`src/pkg/timer16_pkg.sv`:
```
// shared constants, register map and field types of the 16-bit timer
package timer16_pkg;
    // register byte offsets on the slave bus
    localparam logic [4:0] OFS_CTRL = 5'h00;
    localparam logic [4:0] OFS_COUNT = 5'h04;
    localparam logic [4:0] OFS_CMP_A = 5'h08;
    localparam logic [4:0] OFS_CMP_B = 5'h0C;
    localparam logic [4:0] OFS_CAPT = 5'h10;
    localparam logic [4:0] OFS_FLAGS = 5'h14;
    localparam logic [4:0] OFS_FORCE = 5'h18;
    localparam logic [4:0] OFS_PORT = 5'h1C;

    // waveform select codes handled here
    localparam logic [3:0] WS_NORMAL = 4'h0;
    localparam logic [3:0] WS_CLEAR_CMPA = 4'h4;
    localparam logic [3:0] WS_FAST_8 = 4'h5;
    localparam logic [3:0] WS_FAST_9 = 4'h6;
    localparam logic [3:0] WS_FAST_10 = 4'h7;
    localparam logic [3:0] WS_CLEAR_CAPT = 4'hC;
    localparam logic [3:0] WS_NORMAL_ALT = 4'hD;
    localparam logic [3:0] WS_FAST_CAPT = 4'hE;
    localparam logic [3:0] WS_FAST_CMPA = 4'hF;

    // count limits
    localparam logic [15:0] CNT_BOTTOM = 16'h0000;
    localparam logic [15:0] CNT_MAX = 16'hFFFF;
    localparam logic [15:0] TOP_8 = 16'h00FF;
    localparam logic [15:0] TOP_9 = 16'h01FF;
    localparam logic [15:0] TOP_10 = 16'h03FF;

    // compare output action codes
    localparam logic [1:0] ACT_NONE = 2'h0;
    localparam logic [1:0] ACT_TOGGLE = 2'h1;
    localparam logic [1:0] ACT_CLEAR = 2'h2;
    localparam logic [1:0] ACT_SET = 2'h3;
    localparam logic [1:0] ACT_PWM_NONINV = 2'h2;
    localparam logic [1:0] ACT_PWM_INV = 2'h3;

    // prescaler select codes and divider masks
    localparam int PRE_W = 10;
    localparam logic [2:0] CS_STOP = 3'h0;
    localparam logic [2:0] CS_DIV1 = 3'h1;
    localparam logic [2:0] CS_DIV8 = 3'h2;
    localparam logic [2:0] CS_DIV64 = 3'h3;
    localparam logic [2:0] CS_DIV256 = 3'h4;
    localparam logic [2:0] CS_DIV1024 = 3'h5;
    localparam logic [PRE_W-1:0] MASK_DIV1 = 10'h000;
    localparam logic [PRE_W-1:0] MASK_DIV8 = 10'h007;
    localparam logic [PRE_W-1:0] MASK_DIV64 = 10'h03F;
    localparam logic [PRE_W-1:0] MASK_DIV256 = 10'h0FF;
    localparam logic [PRE_W-1:0] MASK_DIV1024 = 10'h3FF;

    // number of compare channels
    localparam int N_CH = 2;

    // control register layout, low bits upward: wave, clk_sel, act_a, act_b
    typedef struct packed {
        logic [1:0] action_b;
        logic [1:0] action_a;
        logic [2:0] clk_sel;
        logic [3:0] waveform_select;
    } ctrl_t;

    // event flags, bit 0 is the overflow flag
    typedef struct packed {
        logic capture_flag;
        logic compare_b_flag;
        logic compare_a_flag;
        logic overflow_flag;
    } flags_t;

    // general port value and direction for the two pins, bit 0 is channel a
    typedef struct packed {
        logic [1:0] output_pin_direction_bit;
        logic [1:0] port_value;
    } port_t;

    // bus handshake states
    typedef enum logic {BUS_IDLE, BUS_ANSWER} bus_state_t;

    // reset values
    localparam ctrl_t CTRL_RST = '0;
    localparam flags_t FLAGS_RST = '0;
    localparam port_t PORT_RST = '0;
    localparam logic [15:0] REG16_RST = 16'h0000;
endpackage : timer16_pkg

```
`src/rtl/timer16_compare_output_modes.sv`:
```
// 16-bit timer with counting modes, compare outputs and pin override
`timescale 1ns/1ps

module timer16_compare_output_modes (
    // clock, reset and clock enable
    input wire logic i_clk_sys,
    input wire logic i_rstn,
    input wire logic i_ce,
    // avalon-mm slave
    input wire logic [4:0] i_avs_address,
    input wire logic i_avs_read,
    input wire logic i_avs_write,
    input wire logic [31:0] i_avs_writedata,
    input wire logic [3:0] i_avs_byteenable,
    output logic [31:0] o_avs_readdata,
    output logic o_avs_waitrequest,
    // capture event and flag service strobes
    input wire logic i_capture_event,
    input wire timer16_pkg::flags_t i_flag_serviced,
    // flags and pins
    output timer16_pkg::flags_t o_flags,
    output logic [1:0] o_pin_out,
    output logic [1:0] o_pin_oe
);
    // registers
    timer16_pkg::ctrl_t ctrl_r;
    timer16_pkg::port_t port_r;
    timer16_pkg::bus_state_t bus_r;
    logic [15:0] count_r;
    logic [15:0] capt_r;
    logic [15:0] cmp_r [timer16_pkg::N_CH];
    logic [15:0] cmp_buf_r [timer16_pkg::N_CH];
    logic block_r;

    // internal signals
    logic tick;
    logic [3:0] ws;
    logic pwm;
    logic fast;
    logic non_pwm;
    logic at_top;
    logic clears;
    logic capt_top;
    logic [15:0] top_val;
    logic wr_go;
    logic [15:0] ctrl_merged;
    logic load_top;
    logic [timer16_pkg::N_CH-1:0] match;
    logic [timer16_pkg::N_CH-1:0] out_bit;
    logic [1:0] action [timer16_pkg::N_CH];
    timer16_pkg::flags_t flag_set;
    timer16_pkg::flags_t flag_clr;

    // twelve pwm codes: everything except 0, 4, 12 and 13
    function automatic logic is_pwm(input logic [3:0] m);
        is_pwm = !(m == timer16_pkg::WS_NORMAL || m == timer16_pkg::WS_CLEAR_CMPA ||
                   m == timer16_pkg::WS_CLEAR_CAPT || m == timer16_pkg::WS_NORMAL_ALT);
    endfunction : is_pwm

    // single-slope modes
    function automatic logic is_fast(input logic [3:0] m);
        is_fast = (m == timer16_pkg::WS_FAST_8) || (m == timer16_pkg::WS_FAST_9) ||
                  (m == timer16_pkg::WS_FAST_10) || (m == timer16_pkg::WS_FAST_CAPT) ||
                  (m == timer16_pkg::WS_FAST_CMPA);
    endfunction : is_fast

    // capture register sets top
    function automatic logic top_is_capt(input logic [3:0] m);
        top_is_capt = (m == timer16_pkg::WS_CLEAR_CAPT) || (m == timer16_pkg::WS_FAST_CAPT);
    endfunction : top_is_capt

    // byte-lane merge for the 16-bit registers
    function automatic logic [15:0] merge16(input logic [15:0] old, input logic [31:0] d,
                                            input logic [3:0] be);
        merge16 = {be[1] ? d[15:8] : old[15:8], be[0] ? d[7:0] : old[7:0]};
    endfunction : merge16

    // ---------------- mode decode ----------------
    // counting depends on waveform select only
    assign ws = ctrl_r.waveform_select;
    assign pwm = is_pwm(ws);
    assign fast = is_fast(ws);
    assign non_pwm = !pwm;
    assign capt_top = top_is_capt(ws);
    assign clears = fast || ws == timer16_pkg::WS_CLEAR_CMPA ||
                    ws == timer16_pkg::WS_CLEAR_CAPT;

    // top value per mode
    always_comb begin
        case (ws)
            timer16_pkg::WS_CLEAR_CMPA: top_val = cmp_r[0];
            timer16_pkg::WS_CLEAR_CAPT: top_val = capt_r;
            timer16_pkg::WS_FAST_8: top_val = timer16_pkg::TOP_8;
            timer16_pkg::WS_FAST_9: top_val = timer16_pkg::TOP_9;
            timer16_pkg::WS_FAST_10: top_val = timer16_pkg::TOP_10;
            timer16_pkg::WS_FAST_CAPT: top_val = capt_r;
            timer16_pkg::WS_FAST_CMPA: top_val = cmp_r[0];
            default: top_val = timer16_pkg::CNT_MAX;
        endcase
    end

    // a count write also hides any top, fixed or variable, for one tick
    assign at_top = clears && (count_r == top_val) && !block_r;

    // buffered compares reload at top in single-slope, at max in the other pwm modes
    assign load_top = tick && (fast ? at_top : count_r == timer16_pkg::CNT_MAX);

    // ---------------- prescaler ----------------
    timer16_prescaler u_prescaler (
        .i_clk_sys(i_clk_sys),
        .i_rstn(i_rstn),
        .i_ce(i_ce),
        .i_sel(ctrl_r.clk_sel),
        .o_tick(tick)
    );

    // ---------------- avalon-mm slave ----------------
    // one wait cycle, then waitrequest low for exactly one cycle
    always_ff @(posedge i_clk_sys) begin
        if (!i_rstn) begin
            bus_r <= timer16_pkg::BUS_IDLE;
        end else if (i_ce) begin
            case (bus_r)
                timer16_pkg::BUS_IDLE: begin
                    if (i_avs_read || i_avs_write) begin
                        bus_r <= timer16_pkg::BUS_ANSWER;
                    end
                end
                timer16_pkg::BUS_ANSWER: bus_r <= timer16_pkg::BUS_IDLE;
                default: bus_r <= timer16_pkg::BUS_IDLE;
            endcase
        end
    end

    // waitrequest from a flop, low only in the answer cycle
    always_ff @(posedge i_clk_sys) begin
        if (!i_rstn) begin
            o_avs_waitrequest <= 1'b1;
        end else if (i_ce) begin
            o_avs_waitrequest <= !(bus_r == timer16_pkg::BUS_IDLE &&
                                   (i_avs_read || i_avs_write));
        end
    end

    // write takes effect at the edge where waitrequest is seen low
    assign wr_go = i_ce && i_avs_write && bus_r == timer16_pkg::BUS_ANSWER;

    // control word after a byte-lane write, cut to the fields that exist
    assign ctrl_merged = merge16(16'(ctrl_r), i_avs_writedata, i_avs_byteenable);

    // read data captured as the answer is raised; unmapped reads give zero
    always_ff @(posedge i_clk_sys) begin
        if (!i_rstn) begin
            o_avs_readdata <= '0;
        end else if (i_ce && bus_r == timer16_pkg::BUS_IDLE && i_avs_read) begin
            case (i_avs_address)
                timer16_pkg::OFS_CTRL: o_avs_readdata <= 32'(ctrl_r);
                timer16_pkg::OFS_COUNT: o_avs_readdata <= 32'(count_r);
                timer16_pkg::OFS_CMP_A: o_avs_readdata <= 32'(cmp_buf_r[0]);
                timer16_pkg::OFS_CMP_B: o_avs_readdata <= 32'(cmp_buf_r[1]);
                timer16_pkg::OFS_CAPT: o_avs_readdata <= 32'(capt_r);
                timer16_pkg::OFS_FLAGS: o_avs_readdata <= 32'(o_flags);
                timer16_pkg::OFS_PORT: o_avs_readdata <= 32'(port_r);
                default: o_avs_readdata <= 32'h0000_0000;
            endcase
        end
    end

    // control and port registers; action fields apply at once, not buffered
    always_ff @(posedge i_clk_sys) begin
        if (!i_rstn) begin
            ctrl_r <= timer16_pkg::CTRL_RST;
            port_r <= timer16_pkg::PORT_RST;
        end else if (wr_go) begin
            if (i_avs_address == timer16_pkg::OFS_CTRL) begin
                ctrl_r <= ctrl_merged[$bits(timer16_pkg::ctrl_t)-1:0];
            end
            if (i_avs_address == timer16_pkg::OFS_PORT && i_avs_byteenable[0]) begin
                port_r <= i_avs_writedata[$bits(timer16_pkg::port_t)-1:0];
            end
        end
    end

    // ---------------- counter ----------------
    // software write wins over the tick, in any mode
    always_ff @(posedge i_clk_sys) begin
        if (!i_rstn) begin
            count_r <= timer16_pkg::CNT_BOTTOM;
        end else if (wr_go && i_avs_address == timer16_pkg::OFS_COUNT) begin
            count_r <= merge16(count_r, i_avs_writedata, i_avs_byteenable);
        end else if (tick) begin
            if (at_top) begin
                count_r <= timer16_pkg::CNT_BOTTOM;
            end else begin
                count_r <= count_r + 16'h0001; // wraps past max
            end
        end
    end

    // a count write hides matches for the following tick
    always_ff @(posedge i_clk_sys) begin
        if (!i_rstn) begin
            block_r <= 1'b0;
        end else if (wr_go && i_avs_address == timer16_pkg::OFS_COUNT) begin
            block_r <= 1'b1;
        end else if (tick) begin
            block_r <= 1'b0;
        end
    end

    // ---------------- compare registers ----------------
    // buffered in pwm modes and loaded at top, direct otherwise
    generate
        for (genvar i = 0; i < timer16_pkg::N_CH; i++) begin : g_cmp
            localparam logic [4:0] OFS = i == 0 ? timer16_pkg::OFS_CMP_A :
                                                 timer16_pkg::OFS_CMP_B;
            logic cmp_wr;
            assign cmp_wr = wr_go && i_avs_address == OFS;

            // buffer always follows software
            always_ff @(posedge i_clk_sys) begin
                if (!i_rstn) begin
                    cmp_buf_r[i] <= timer16_pkg::REG16_RST;
                end else if (cmp_wr) begin
                    cmp_buf_r[i] <= merge16(cmp_buf_r[i], i_avs_writedata, i_avs_byteenable);
                end
            end

            // active value used by the comparator
            always_ff @(posedge i_clk_sys) begin
                if (!i_rstn) begin
                    cmp_r[i] <= timer16_pkg::REG16_RST;
                end else if (i_ce) begin
                    if (non_pwm && cmp_wr) begin
                        cmp_r[i] <= merge16(cmp_buf_r[i], i_avs_writedata, i_avs_byteenable);
                    end else if (pwm && load_top) begin
                        cmp_r[i] <= cmp_buf_r[i];
                    end
                end
            end

            // match pulse on the tick where count equals compare
            assign match[i] = tick && !block_r && count_r == cmp_r[i];
            assign action[i] = i == 0 ? ctrl_r.action_a : ctrl_r.action_b;

            // output bit of this channel
            timer16_out_channel u_out (
                .i_clk_sys(i_clk_sys),
                .i_rstn(i_rstn),
                .i_ce(i_ce),
                .i_action(action[i]),
                .i_non_pwm(non_pwm),
                .i_fast(fast),
                .i_toggle_ok(i == 0 && ws == timer16_pkg::WS_FAST_CMPA),
                .i_match(match[i]),
                .i_bottom(fast && tick && at_top),
                .i_force(wr_go && i_avs_address == timer16_pkg::OFS_FORCE &&
                         i_avs_writedata[i]),
                .o_bit(out_bit[i])
            );

            // pin: output bit overrides port value when action is nonzero
            always_ff @(posedge i_clk_sys) begin
                if (!i_rstn) begin
                    o_pin_out[i] <= 1'b0;
                    o_pin_oe[i] <= 1'b0;
                end else if (i_ce) begin
                    o_pin_out[i] <= action[i] != timer16_pkg::ACT_NONE ?
                                    out_bit[i] : port_r.port_value[i];
                    o_pin_oe[i] <= port_r.output_pin_direction_bit[i];
                end
            end
        end
    endgenerate

    // ---------------- capture register ----------------
    // capture runs on its own event; action fields never reach it
    always_ff @(posedge i_clk_sys) begin
        if (!i_rstn) begin
            capt_r <= timer16_pkg::REG16_RST;
        end else if (wr_go && i_avs_address == timer16_pkg::OFS_CAPT) begin
            capt_r <= merge16(capt_r, i_avs_writedata, i_avs_byteenable);
        end else if (i_ce && i_capture_event && !capt_top) begin
            capt_r <= count_r;
        end
    end

    // ---------------- flags ----------------
    // overflow: wrap in normal and clear-on-match, top in fast pwm
    always_comb begin
        flag_set.overflow_flag = tick && (fast ? at_top : count_r == timer16_pkg::CNT_MAX);
        flag_set.compare_a_flag = match[0];
        flag_set.compare_b_flag = match[1];
        flag_set.capture_flag = (tick && capt_top && at_top) ||
                                (i_ce && i_capture_event && !capt_top);
    end

    // write one to clear, or service strobe
    assign flag_clr = i_flag_serviced |
                      ((wr_go && i_avs_address == timer16_pkg::OFS_FLAGS) ?
                       i_avs_writedata[$bits(timer16_pkg::flags_t)-1:0] : '0);

    // set beats clear in the same cycle; hardware never clears
    always_ff @(posedge i_clk_sys) begin
        if (!i_rstn) begin
            o_flags <= timer16_pkg::FLAGS_RST;
        end else if (i_ce) begin
            o_flags <= (o_flags & ~flag_clr) | flag_set;
        end
    end
endmodule : timer16_compare_output_modes

```
`src/rtl/timer16_prescaler.sv`:
```
// prescaler making the timer clock enable from the system clock
`timescale 1ns/1ps
module timer16_prescaler (
    // clock and reset
    input wire logic i_clk_sys,
    input wire logic i_rstn,
    input wire logic i_ce,
    // divider select
    input wire logic [2:0] i_sel,
    // timer tick
    output logic o_tick
);
    logic [timer16_pkg::PRE_W-1:0] pre_r;
    logic [timer16_pkg::PRE_W-1:0] mask;
    logic run;

    // divider mask per select code
    function automatic logic [timer16_pkg::PRE_W-1:0] div_mask(input logic [2:0] sel);
        case (sel)
            timer16_pkg::CS_DIV8: div_mask = timer16_pkg::MASK_DIV8;
            timer16_pkg::CS_DIV64: div_mask = timer16_pkg::MASK_DIV64;
            timer16_pkg::CS_DIV256: div_mask = timer16_pkg::MASK_DIV256;
            timer16_pkg::CS_DIV1024: div_mask = timer16_pkg::MASK_DIV1024;
            default: div_mask = timer16_pkg::MASK_DIV1;
        endcase
    endfunction : div_mask

    // unused select codes stop the timer like code zero
    assign run = (i_sel >= timer16_pkg::CS_DIV1) && (i_sel <= timer16_pkg::CS_DIV1024);
    assign mask = div_mask(i_sel);

    // free divider, held at zero while stopped
    always_ff @(posedge i_clk_sys) begin
        if (!i_rstn) begin
            pre_r <= '0;
        end else if (i_ce) begin
            pre_r <= run ? pre_r + 1'b1 : '0;
        end
    end

    // one tick every N system clocks, N of 1, 8, 64, 256 or 1024
    assign o_tick = i_ce && run && ((pre_r & mask) == mask);
endmodule : timer16_prescaler

```
`src/rtl/timer16_out_channel.sv`:
```
// compare output bit of one channel and its reaction to matches
`timescale 1ns/1ps
module timer16_out_channel (
    // clock and reset
    input wire logic i_clk_sys,
    input wire logic i_rstn,
    input wire logic i_ce,
    // configuration
    input wire logic [1:0] i_action,
    input wire logic i_non_pwm,
    input wire logic i_fast,
    input wire logic i_toggle_ok,
    // events
    input wire logic i_match,
    input wire logic i_bottom,
    input wire logic i_force,
    // output bit
    output logic o_bit
);
    logic bit_nxt;

    // next output bit from action field and events
    always_comb begin
        bit_nxt = o_bit;
        if (i_non_pwm && (i_match || i_force)) begin
            // force acts like a real match here
            case (i_action)
                timer16_pkg::ACT_TOGGLE: bit_nxt = !o_bit;
                timer16_pkg::ACT_CLEAR: bit_nxt = 1'b0;
                timer16_pkg::ACT_SET: bit_nxt = 1'b1;
                default: bit_nxt = o_bit; // zero leaves the bit alone
            endcase
        end else if (i_fast) begin
            // match first, bottom last: compare equal to top gives a flat level
            if (i_match) begin
                case (i_action)
                    timer16_pkg::ACT_PWM_NONINV: bit_nxt = 1'b0;
                    timer16_pkg::ACT_PWM_INV: bit_nxt = 1'b1;
                    timer16_pkg::ACT_TOGGLE: bit_nxt = i_toggle_ok ? !o_bit : o_bit;
                    default: bit_nxt = o_bit;
                endcase
            end
            if (i_bottom) begin
                case (i_action)
                    timer16_pkg::ACT_PWM_NONINV: bit_nxt = 1'b1;
                    timer16_pkg::ACT_PWM_INV: bit_nxt = 1'b0;
                    default: bit_nxt = bit_nxt;
                endcase
            end
        end
    end

    // output bit cleared by reset whatever the pin does
    always_ff @(posedge i_clk_sys) begin
        if (!i_rstn) begin
            o_bit <= 1'b0;
        end else if (i_ce) begin
            o_bit <= bit_nxt;
        end
    end
endmodule : timer16_out_channel

```
`config.mk`:
```
export PLATFORM = sky130hd
export DESIGN_NAME = timer16_compare_output_modes
export DESIGN_NICKNAME = d
export VERILOG_FILES = /design/src/pkg/timer16_pkg.sv /design/src/rtl/timer16_compare_output_modes.sv /design/src/rtl/timer16_prescaler.sv /design/src/rtl/timer16_out_channel.sv
export SDC_FILE = /design/constraint.sdc
export NUM_CORES = 1
export LEC_CHECK = 0
export BUFFER_PORTS_ARGS = -buffer_cell sky130_fd_sc_hd__buf_2
export CAP_MARGIN = 10
export CORE_UTILIZATION = 65
export CTS_BUF_LIST = sky130_fd_sc_hd__clkbuf_8
export DETAILED_ROUTE_END_ITERATION = 6
export PLACE_DENSITY_LB_ADDON = 0.12
export SYNTH_ARGS = -nofsm -noshare
export SYNTH_HDL_FRONTEND = slang
export SYNTH_HIERARCHICAL = 1
export SYNTH_SLANG_ARGS = --single-unit
```
`constraint.sdc`:
```
create_clock -name i_clk_sys -period 6.2 [get_ports i_clk_sys]
set_input_delay 0.31 -clock i_clk_sys [delete_from_list [all_inputs] [get_ports i_clk_sys]]
set_output_delay 0.31 -clock i_clk_sys [all_outputs]
set_load 0.01 [all_outputs]
```
Word-level counts from Yosys, hierarchy flattened
Memories as Yosys holds them, arrays and structs flattened. Cells that the tools add are included.

$add $sub $neg: 2. Multipliers: 0. Divide/modulo/power cells: 0. Order comparisons: 2. Eq/ne operators: 36. Shift operators: 0. Muxes and demuxes: 68. Bitwise gates (word level): 12. Reductions and logical operators: 73.

Operators with widths (number): 16-bit 2-to-1 mux (11); 16-bit case mux with 7 select lines (1); 16-bit case mux with 5 select lines (1); 16-bit == test (3); 8-bit 2-to-1 mux (6); 10-bit case mux with 4 select lines (1); 1-bit 2-to-1 mux (39); 1-bit logical AND (34); 5-bit == test, second input constant (4); 16-bit by 1-bit adder with 16-bit output, second input constant (1); 16-bit == test, second input constant (1); 4-bit by 3-bit == test with 1-bit output, second input constant (4); 4-bit == test, second input constant (4); 1-bit logical OR (14); 3-bit AND reduction (4); 2-bit nonzero test (6); 10-bit by 1-bit adder with 10-bit output, second input constant (1); 10-bit AND (1); 10-bit == test (1); 5-bit by 4-bit == test with 1-bit output, second input constant (2); 10-bit 2-to-1 mux (1); 2-bit AND reduction (5); 1-bit case mux with 3 select lines (3); 2-bit == test, second input constant (4); other kinds (19) (41).

Bits in registers: 102. Latch bits: 0. Memory bits (writable): 64. Bits in read-only memories: 0. Input bits: 51. Memories: 2.

Memory list: cmp_buf_r (words 2, bits a word 16, read ports 2, clocked after memory_dff 0, write ports 2, line timer16_compare_output_modes.sv:32) `logic [15:0] cmp_buf_r [timer16_pkg::N_CH];`; cmp_r (words 2, bits a word 16, read ports 2, clocked after memory_dff 0, write ports 2, line timer16_compare_output_modes.sv:31) `logic [15:0] cmp_r [timer16_pkg::N_CH];`.

Logic depth before layout (Yosys ltp)
Gate-level depths: netlist of run 1.

Depth after elaboration: 18. Gate-level depth with buffers: 13. Gate-level depth less buffers: 11.

By module
The synthesis of run 1 kept the hierarchy.

Modules (own cells, without submodules): timer16_compare_output_modes (times used 1, cells each 912, area each 8323.0 um2); timer16_prescaler (times used 1, cells each 71, area each 586.8 um2); timer16_out_channel (times used 2, cells each 18, area each 132.6 um2).

Worst setup path before layout of run 1
OpenSTA, ideal clock, no wires.

Kind: flip-flop to flip-flop. Start point: register ctrl_r (netlist bit ws[0]). End point: memory cmp_r[1][0] (enable). Setup time: 0.394 ns. Data arrival time: 3.250 ns. Required time: 5.806 ns. Path slack: 2.555 ns. Cell stages (with the launch flop): 11. Buffers on the path: 2. Clock period less this slack: 3.645 ns. Cells stage by stage: dfxtp_1 buf_2 nand2_2 o32a_4 a2111oi_4 o21ai_2 a2111oi_4 and4_1 buf_4 a31oi_1 o211ai_1.

RTL lines: start, declared (line timer16_compare_output_modes.sv:26) `timer16_pkg::ctrl_t ctrl_r;`; start signal, assigned (line timer16_compare_output_modes.sv:172) `ctrl_r <= timer16_pkg::CTRL_RST;`; start signal, assigned (line timer16_compare_output_modes.sv:176) `ctrl_r <= ctrl_merged[$bits(timer16_pkg::ctrl_t)-1:0];`; end, declared (line timer16_compare_output_modes.sv:31).

==> impl_summary.log, run 1 <==
INFO  metric first_global_vias = a little under 8000
INFO  metric kind_of_path_behind_the_tightest_hold_check = in2reg
INFO  metric synthDistinctLibCells = 82
INFO  metric crit_type = reg2reg
INFO  metric worst-slew-pin-transition = 1171 ps
INFO  metric cts_hold_buffers = 0
INFO  metric vias_per_cell = 6.856
INFO  metric post-place-ws = around 1800 ps
INFO  metric root_buffer = clkbuf_8
INFO  metric final_nets = 1083
INFO  metric number_of_detailed_routing_iterations_run_before_antenna_repair = 6
INFO  metric ys_seq_elements = 150
INFO  metric synthesis.area = about 9200 um^2
INFO  metric synth_async_reset_ratio = 0%
INFO  metric worstSetupEndpointType = flop
INFO  metric antenna_cells = 0
INFO  metric syn-mean-instance-area = 9.004 um^2
INFO  metric rows = 43
INFO  metric clock_slew_at_reported_path_ffs = 90 ps
INFO  metric post_cts.repair.setup_buffers = 0
INFO  metric yosys_warnings = 6
INFO  metric synth.yosys.seq_area_share = 39.71%
INFO  metric place.gp.congestion = 0.9383
INFO  metric vias = ~8400
INFO  metric tns = 0 ps
INFO  metric drt_first_iter_violations = between 1000 and 1500
INFO  metric cp_data_required_time = about 6400 ps
INFO  metric cellLeakagePower = 3.656 nW
INFO  metric detailedPlacementHpwl = 18.46 mm
INFO  metric dieArea = around 15000 um^2
INFO  metric clock_path_buffers = 2
INFO  metric die_height = 120.8 um
INFO  metric tritoncts_clock_tree = built
INFO  metric globalRouteOverflowTotal = 0
INFO  metric rr_worst_depth = 10
INFO  metric clk-insertion-delay-late = 480 ps
INFO  metric synth_cells = 1019
INFO  metric cts-resized-gates = 0
INFO  metric layout_cells_sized_above_1 = 12.85%
INFO  metric synth.largest_area_cell = edfxtp_1
INFO  metric postSynth.topFlopCell = dfxtp_1
INFO  metric synth_largest_type_area_fraction = 20.95%
INFO  metric drt-total-wl = roughly 27 mm
INFO  metric drt-wirelength-per-cell = 21.99 um
INFO  metric edff_count_synth = 64
INFO  metric min_delay_path_depth = 4
INFO  metric count_of_buffers_from_port_buffering = 57
INFO  metric yosys-top-cells-area = edfxtp_1 21%, dfxtp_1 19%, a21oi_1 4.7%
INFO  metric route.antenna.remaining_nets = 0
INFO  metric skew = around 24 ps
INFO  metric grt_max_degree = 82
INFO  metric grt_antenna_before_repair = 1
INFO  metric period_minus_slack = 4580 ps
INFO  metric clock.fmax = 218.3 MHz
INFO  metric critPathLaunchType = flop
INFO  metric timing.critical_path.fanout_max = 24
INFO  metric drv_cap = 0
INFO  metric timing.critical_path.arrival = 4740 ps
INFO  metric drt_drc_violations_left = 0
INFO  metric tritoncts_num_sinks = 150
INFO  metric initial_core_util = about 66%
INFO  metric cts_max_level = 4
INFO  metric grt_pass1_wl = 42.68 mm
INFO  metric fp.dieW = 120.8 um
INFO  metric post-route-worst-setup-slack = 1620 ps
INFO  metric final_hold_viol_count = 0
INFO  metric timing.final.setup_violations = 0
INFO  metric floorplan.core_area = roughly 14000 um^2
INFO  metric power.total = 0.002033 W
INFO  metric ioPinCount = 92
INFO  metric outcome = completed
INFO  metric total_routing_usage_gr = approximately two fifths
INFO  metric tritoncts.num_buffers = 17
INFO  metric areaGrowthSynthToFinish = 6.996%
INFO  metric normalized_max_slew_margin = approximately a fifth
INFO  metric drv_slew = 0
INFO  metric grt_setup_unrepaired = false
INFO  metric layout.cells.most_common_list = 86 x a21oi_1, 86 x dfxtp_1, 79 x nand2_1, 64 x edfxtp_1, 57 x buf_2
INFO  metric powerDensity = 207.1 nW/um^2
INFO  metric finalCritPeriodShare = roughly three quarters
INFO  metric largest_vdd_supply_drop = 0.0001999 V
==> synth_stat cells (all sizes together), types with 13 or more instances <==
cell	n
clkbuf	64
dfxtp	86
xnor2	26
nand3	50
edfxtp	64
nand2b	36
nand2	80
nor2b	46
inv	20
buf	35
a22o	37
and3	16
mux2i	20
a22oi	28
a31oi	13
nor2	39
nand4	16
nor4	13
xor2	23
nor3	18
a21oi	86
o211a	19
o21ai	35
==> through the flow <==
stage	util (%)	instance area [um^2]	hold slack [ps]	cells
after floorplan	-	9239	435.8	1036
after global placement	68.05	9409	458.1	1191
after detailed placement	68.05	9409	466.7	1191
after CTS	71.00	9817	174.1	1223
after global routing	71.00	9817	200.4	1223
final	71.00	9817	198.1	1223
==> cells by family after synthesis <==
family	synth area share [%]
AO/OA/AOI/OAI	24.82
XOR/XNOR	4.677
adder cells (fa/ha/maj)	0.2727
buffers and inverters	5.973
flip-flops	39.71
multiplexers	2.427
other	0.04087
AND/OR/NAND/NOR	22.08
==> critical path, stage by stage (launching register included) <==
cell	delay (ps)
dfxtp_1	730
buf_4	370
nand2_2	110
o32a_4	340
a2111oi_4	360
o21ai_2	120
a2111oi_4	550
and4_1	730
a31oi_1	360
o211ai_1	300
buf_4	280
==> metal layers <==
metal  vias to the layer above  wire length (um)  track usage, %
met5                         -                 0               0
li1                       3787                 -               -
met3                        76              3449           10.66
met1                      3960             10890           53.90
met4                         0               885           14.81
met2                       562             11670           56.32
==> sequential cells by signal (all words and copies together) (netlist names), 3 cells and up <==
name	flops
u_prescaler/pre_r	10
o_avs_readdata	16
action	4
ws	4
ctrl_r	3
cmp_buf_r	32
o_flags	4
capt_r	16
port_r	4
count_r	16
cmp_r	32
==> power by group <==
part / leakage [nW] / switching (W) / total [W] / internal [W]
sequential: 1.36 / 0.0000336 / 0.00109 / 0.00105
clock: 0.216 / 0.000424 / 0.000804 / 0.000380
combinational: 2.08 / 0.0000927 / 0.000144 / 0.0000509
==> final timing paths <==
| path | start | endpoint | slack, ps |
|---|---|---|---|
| max | ws[0] | cmp_r[1][1] | 1620 |
| max reg2reg | ws[0] | cmp_r[1][1] | 1620 |
| min | i_flag_serviced[2] | o_flags[2] | 200 |
| min reg2reg | o_pin_out[0] | o_pin_out[0] | 490 |
==> area by class of cell <==
| class | count | area [um^2] |
|---|---|---|
| clock buffers | 18 | 247.7 |
| clock inverters | 14 | 160.2 |
| flip-flops and latches | 150 | 3643 |
| inverters | 20 | 75.07 |
| multi-input cells | 767 | 5052 |
| fillers | 1069 | 4010 |
| well taps | 180 | 225.2 |
| repair buffers | 74 | 412.9 |
(Power assumes the default switching activity.)
==> run 2, diff against run 1 <==
ABC_AREA = 1   (was default)
CORE_UTILIZATION = 56   (was 65)
clock period = 3.9 ns   (was 6.2 ns; I/O delays follow)
==> impl_summary.log, run 2 <==
INFO  metric grt_pass1_wl = 47.51 mm (+11%)
INFO  metric area.sequential = 3643 um^2 (unchanged)
INFO  metric crit_type = reg2reg
INFO  metric min_delay_path_depth = 3 (-1)
INFO  metric initial_core_util = 57.30% (-9.1 points)
INFO  metric rows = 47 (+9.3%)
INFO  metric layout_cells_sized_above_1 = 14.46% (+1.6 points)
INFO  metric areaGrowthSynthToFinish = 8.324%
INFO  metric biggestRegsByFlops = cmp_buf_r x32, cmp_r x32
INFO  metric setup.reg_to_reg.worst_slack = 750 ps (-870 ps)
INFO  metric synth_commonest_cells = 357 x nand2_1, 142 x nor2_1, 129 x inv_1, 103 x a21oi_1, 86 x dfxtp_1
INFO  metric syn-mean-instance-area = 7.109 um^2 (-21%)
INFO  metric synth.yosys.seq_area_share = 38.48% (-1.2 points)
INFO  metric synth_async_reset_ratio = 0% (unchanged)
INFO  metric timing.final.setup_violations = 0 (unchanged)
INFO  metric yosys-top-cells-area = edfxtp_1 20%, dfxtp_1 18%, nand2_1 14%
INFO  metric detailedPlacementHpwl = 22.35 mm (+21%)
INFO  metric hold_path_end = capt_r[11]
INFO  metric grt_antenna_before_repair = 0 (-1)
INFO  metric timing.critical_path.fanout_max = 11 (-54%)
INFO  metric period_minus_slack = 3146 ps (-1434 ps)
INFO  metric clock.fmax = 317.8 MHz (+46%)
INFO  metric synth_cells = 1332 (+31%)
INFO  metric synth_most_common_cell = nand2_1
INFO  metric clock_path_buffers = 2 (unchanged)
INFO  metric total_routing_usage_gr = 35.77% (-2.7 points)
INFO  metric place.gp.congestion = 1.002 (+6.8%)
INFO  metric finalCritPeriodShare = 80.68% (+6.8 points)
INFO  metric r2r-end = g_cmp[1].u_out/o_bit
INFO  metric cp_cell_sequence = nor2_1 > nand2_1 > nand3_2 > inv_2 > nand2_1 > nor2_1 > nand2_1 > nor3_1 > nand3_1 > nor2_1 > o21ai_1 > nand2_1 > nand3_1 > nor2_1 > a21oi_2
INFO  metric normalized_max_slew_margin = 29.25% (+8.0 points)
INFO  metric drv_cap = 0 (unchanged)
INFO  metric critPathMaxStageDelay = 600 ps (-130 ps)
INFO  metric dieArea = 17430 um^2 (+19%)
INFO  metric timing.critical_path.arrival = 3530 ps (-1210 ps)
INFO  metric drv_slew = 0 (unchanged)
INFO  metric globalRouteOverflowTotal = 0 (unchanged)
INFO  metric edff_count_synth = 64 (unchanged)
INFO  metric route.antenna.remaining_nets = 0 (unchanged)
INFO  metric layout.cells.most_common = nand2_1
INFO  metric r2r_start = ctrl_r[5]
INFO  metric tritoncts.num_buffers = 17 (unchanged)
INFO  metric worst-slew-pin-transition = 1050 ps (-120.4 ps)
INFO  metric die_height = 132.0 um (+9.3%)
INFO  metric synthesis.area = 9469 um^2 (+3.2%)
INFO  metric tns = 0 ps (unchanged)
INFO  metric fin_util = 62.07% (-8.9 points)
INFO  metric antenna_cells = 0 (unchanged)
INFO  metric skew = 15.18 ps (-8.800 ps)
INFO  metric final_nets = 1430 (+32%)
INFO  metric worstSetupEndpointType = flop
INFO  metric cts_max_level = 4 (unchanged)
INFO  metric final_hold_viol_count = 0 (unchanged)
INFO  metric first_global_vias = 8484 (+8.3%)
INFO  metric drt_drc_violations_left = 2 (+2)
INFO  metric outcome = finished with violations
INFO  metric synthDistinctLibCells = 53 (-35%)
INFO  metric grt_setup_unrepaired = false
INFO  metric vias_per_cell = 5.834 (-15%)
INFO  metric number_of_detailed_routing_iterations_run_before_antenna_repair = 7 (+1)
INFO  metric kind_of_path_behind_the_tightest_hold_check = in2reg
INFO  metric drt-total-wl = 30.44 mm (+13%)
INFO  metric grt_max_degree = 47 (-43%)
INFO  metric layout.cells.most_common_list = 357 x nand2_1, 142 x nor2_1, 130 x inv_1, 103 x a21oi_1, 86 x dfxtp_1
INFO  metric synth.largest_area_cell = edfxtp_1
INFO  metric rr_worst_depth = 15 (+5)
INFO  metric largest_vdd_supply_drop = 0.0003151 V (+58%)
INFO  metric post_cts.repair.setup_buffers = 0 (unchanged)
INFO  metric yosys_warnings = 6 (unchanged)
INFO  metric synth_largest_type_area_fraction = 20.30% (-0.65 points)
INFO  metric tritoncts_clock_tree = built
INFO  metric root_buffer = clkbuf_8
INFO  metric cellLeakagePower = 4.090 nW (+12%)
INFO  metric failed_checks = design-rule violations
INFO  metric ys_seq_elements = 150 (unchanged)
INFO  metric tritoncts_num_sinks = 150 (unchanged)
INFO  metric crit_buf_inv = 1 (-1)
INFO  metric critical_path_s_slowest_cell = nor2_1
INFO  metric vias = 9392 (+12%)
INFO  metric clock_slew_at_reported_path_ffs = 90 ps (about the same)
INFO  metric count_of_buffers_from_port_buffering = 57 (unchanged)
INFO  metric critPathLaunchType = flop
INFO  metric hold_path_start = i_avs_writedata[11]
INFO  metric floorplan.core_area = 16520 um^2 (+20%)
INFO  metric cp_data_required_time = 4280 ps (-2080 ps)
INFO  metric drt_first_iter_violations = 1377 (+17%)
INFO  metric cp_top_family = simple AND/OR/NAND/NOR gates
INFO  metric drt-wirelength-per-cell = 18.91 um (-14%)
INFO  metric clk-insertion-delay-late = 480 ps (about the same)
INFO  metric fillerInstances = 1560 (+46%)
INFO  metric powerDensity = 314.2 nW/um^2 (+52%)
INFO  metric fp.dieW = 132.0 um (+9.3%)
INFO  metric multi_input_area = 4918 um^2 (-2.6%)
INFO  metric ioPinCount = 92 (unchanged)
INFO  metric postSynth.topFlopCell = dfxtp_1
## run 2: changes by cell type after synthesis, sizes merged, moves of 34 or more
cell,change
o21ai,+40
nor2b,-46
clkbuf,-34
nand2,+289
nor2,+113
nand2b,-36
inv,+119
a22o,-36
nand3,+54
## run 2: worst max path at each step
stage / start / slack [ps] / end / cells after the start
floorplan: count_r[1] / 1410 / cmp_r[0][0] / 11
global placement: count_r[1] / 880 / cmp_r[0][15] / 12
detailed placement: count_r[1] / 870 / cmp_r[0][10] / 12
CTS: count_r[1] / 830 / cmp_r[0][10] / 12
global route: ctrl_r[5] / 510 / g_cmp[1].u_out/o_bit / 16
finish: ctrl_r[5] / 750 / g_cmp[1].u_out/o_bit / 15
## run 2: layout make-up
class	count	area share, %
Inverter	145	5.318
Clock inverter	15	1.720
Timing Repair Buffer	79	4.526
Clock buffer	17	2.281
Multi-Input combinational cell	984	47.95
Tap cell	220	2.684
Sequential cell	150	35.52
## run 2: what timing repair did
| action | 4_1_cts | 5_1_grt |
|---|---|---|
| gates resized for setup | 0 | 0 |
| endpoints found under the hold margin | 4 | 0 |
| hold buffers | 4 | 0 |
## run 2: tightest hold or removal path, stage by stage
cell and delay (ps):
buf_2 120, nand2_1 60, a31oi_1 70
## run 2: metrics by stage
| stage | instances | hold WS [ps] | instance area, um^2 | total power (W) | worst slack, ps |
|---|---|---|---|---|---|
| floorplan | 1348 | 322.6 | 9529 | 0.001863 | 1405 |
| global placement | 1573 | 437.6 | 9796 | 0.001943 | 877.5 |
| detailed placement | 1573 | 443.5 | 9796 | 0.001946 | 865.2 |
| CTS | 1609 | 4.635 | 10250 | 0.003215 | 834.6 |
| global route | 1610 | 2.591 | 10260 | 0.003311 | 509.9 |
| finish | 1610 | 11.84 | 10260 | 0.003223 | 753.7 |
## run 2: power by group
group	total [W]	switching, W	internal [W]
logic	0.000216	0.000159	0.0000569
registers	0.00171	0.0000357	0.00167
clock network	0.00130	0.000664	0.000638
## run 2: layer usage
layer / GRT usage [%] / part of all wire (%) / vias up
met3: 8.266 / 11 / 75
met5: 0 / 0 / -
li1: - / - / 4463
met2: 52.85 / 43 / 542
met1: 50.42 / 42 / 4312
met4: 14.41 / 3.3 / 0
## run 2: kinds of logic (layout without fill, tap and decap cells)
family / after synthesis / after routing / synth area share (%)
compound gates: 242 / 242 / 14.47
fa+ha+maj: 2 / 2 / 0.2642
buf+inv: 214 / 256 / 10.27
flops: 150 / 150 / 38.48
xor+xnor: 24 / 24 / 2.220
other cells: 1 / 17 / 0.03960
simple gates: 699 / 699 / 34.26
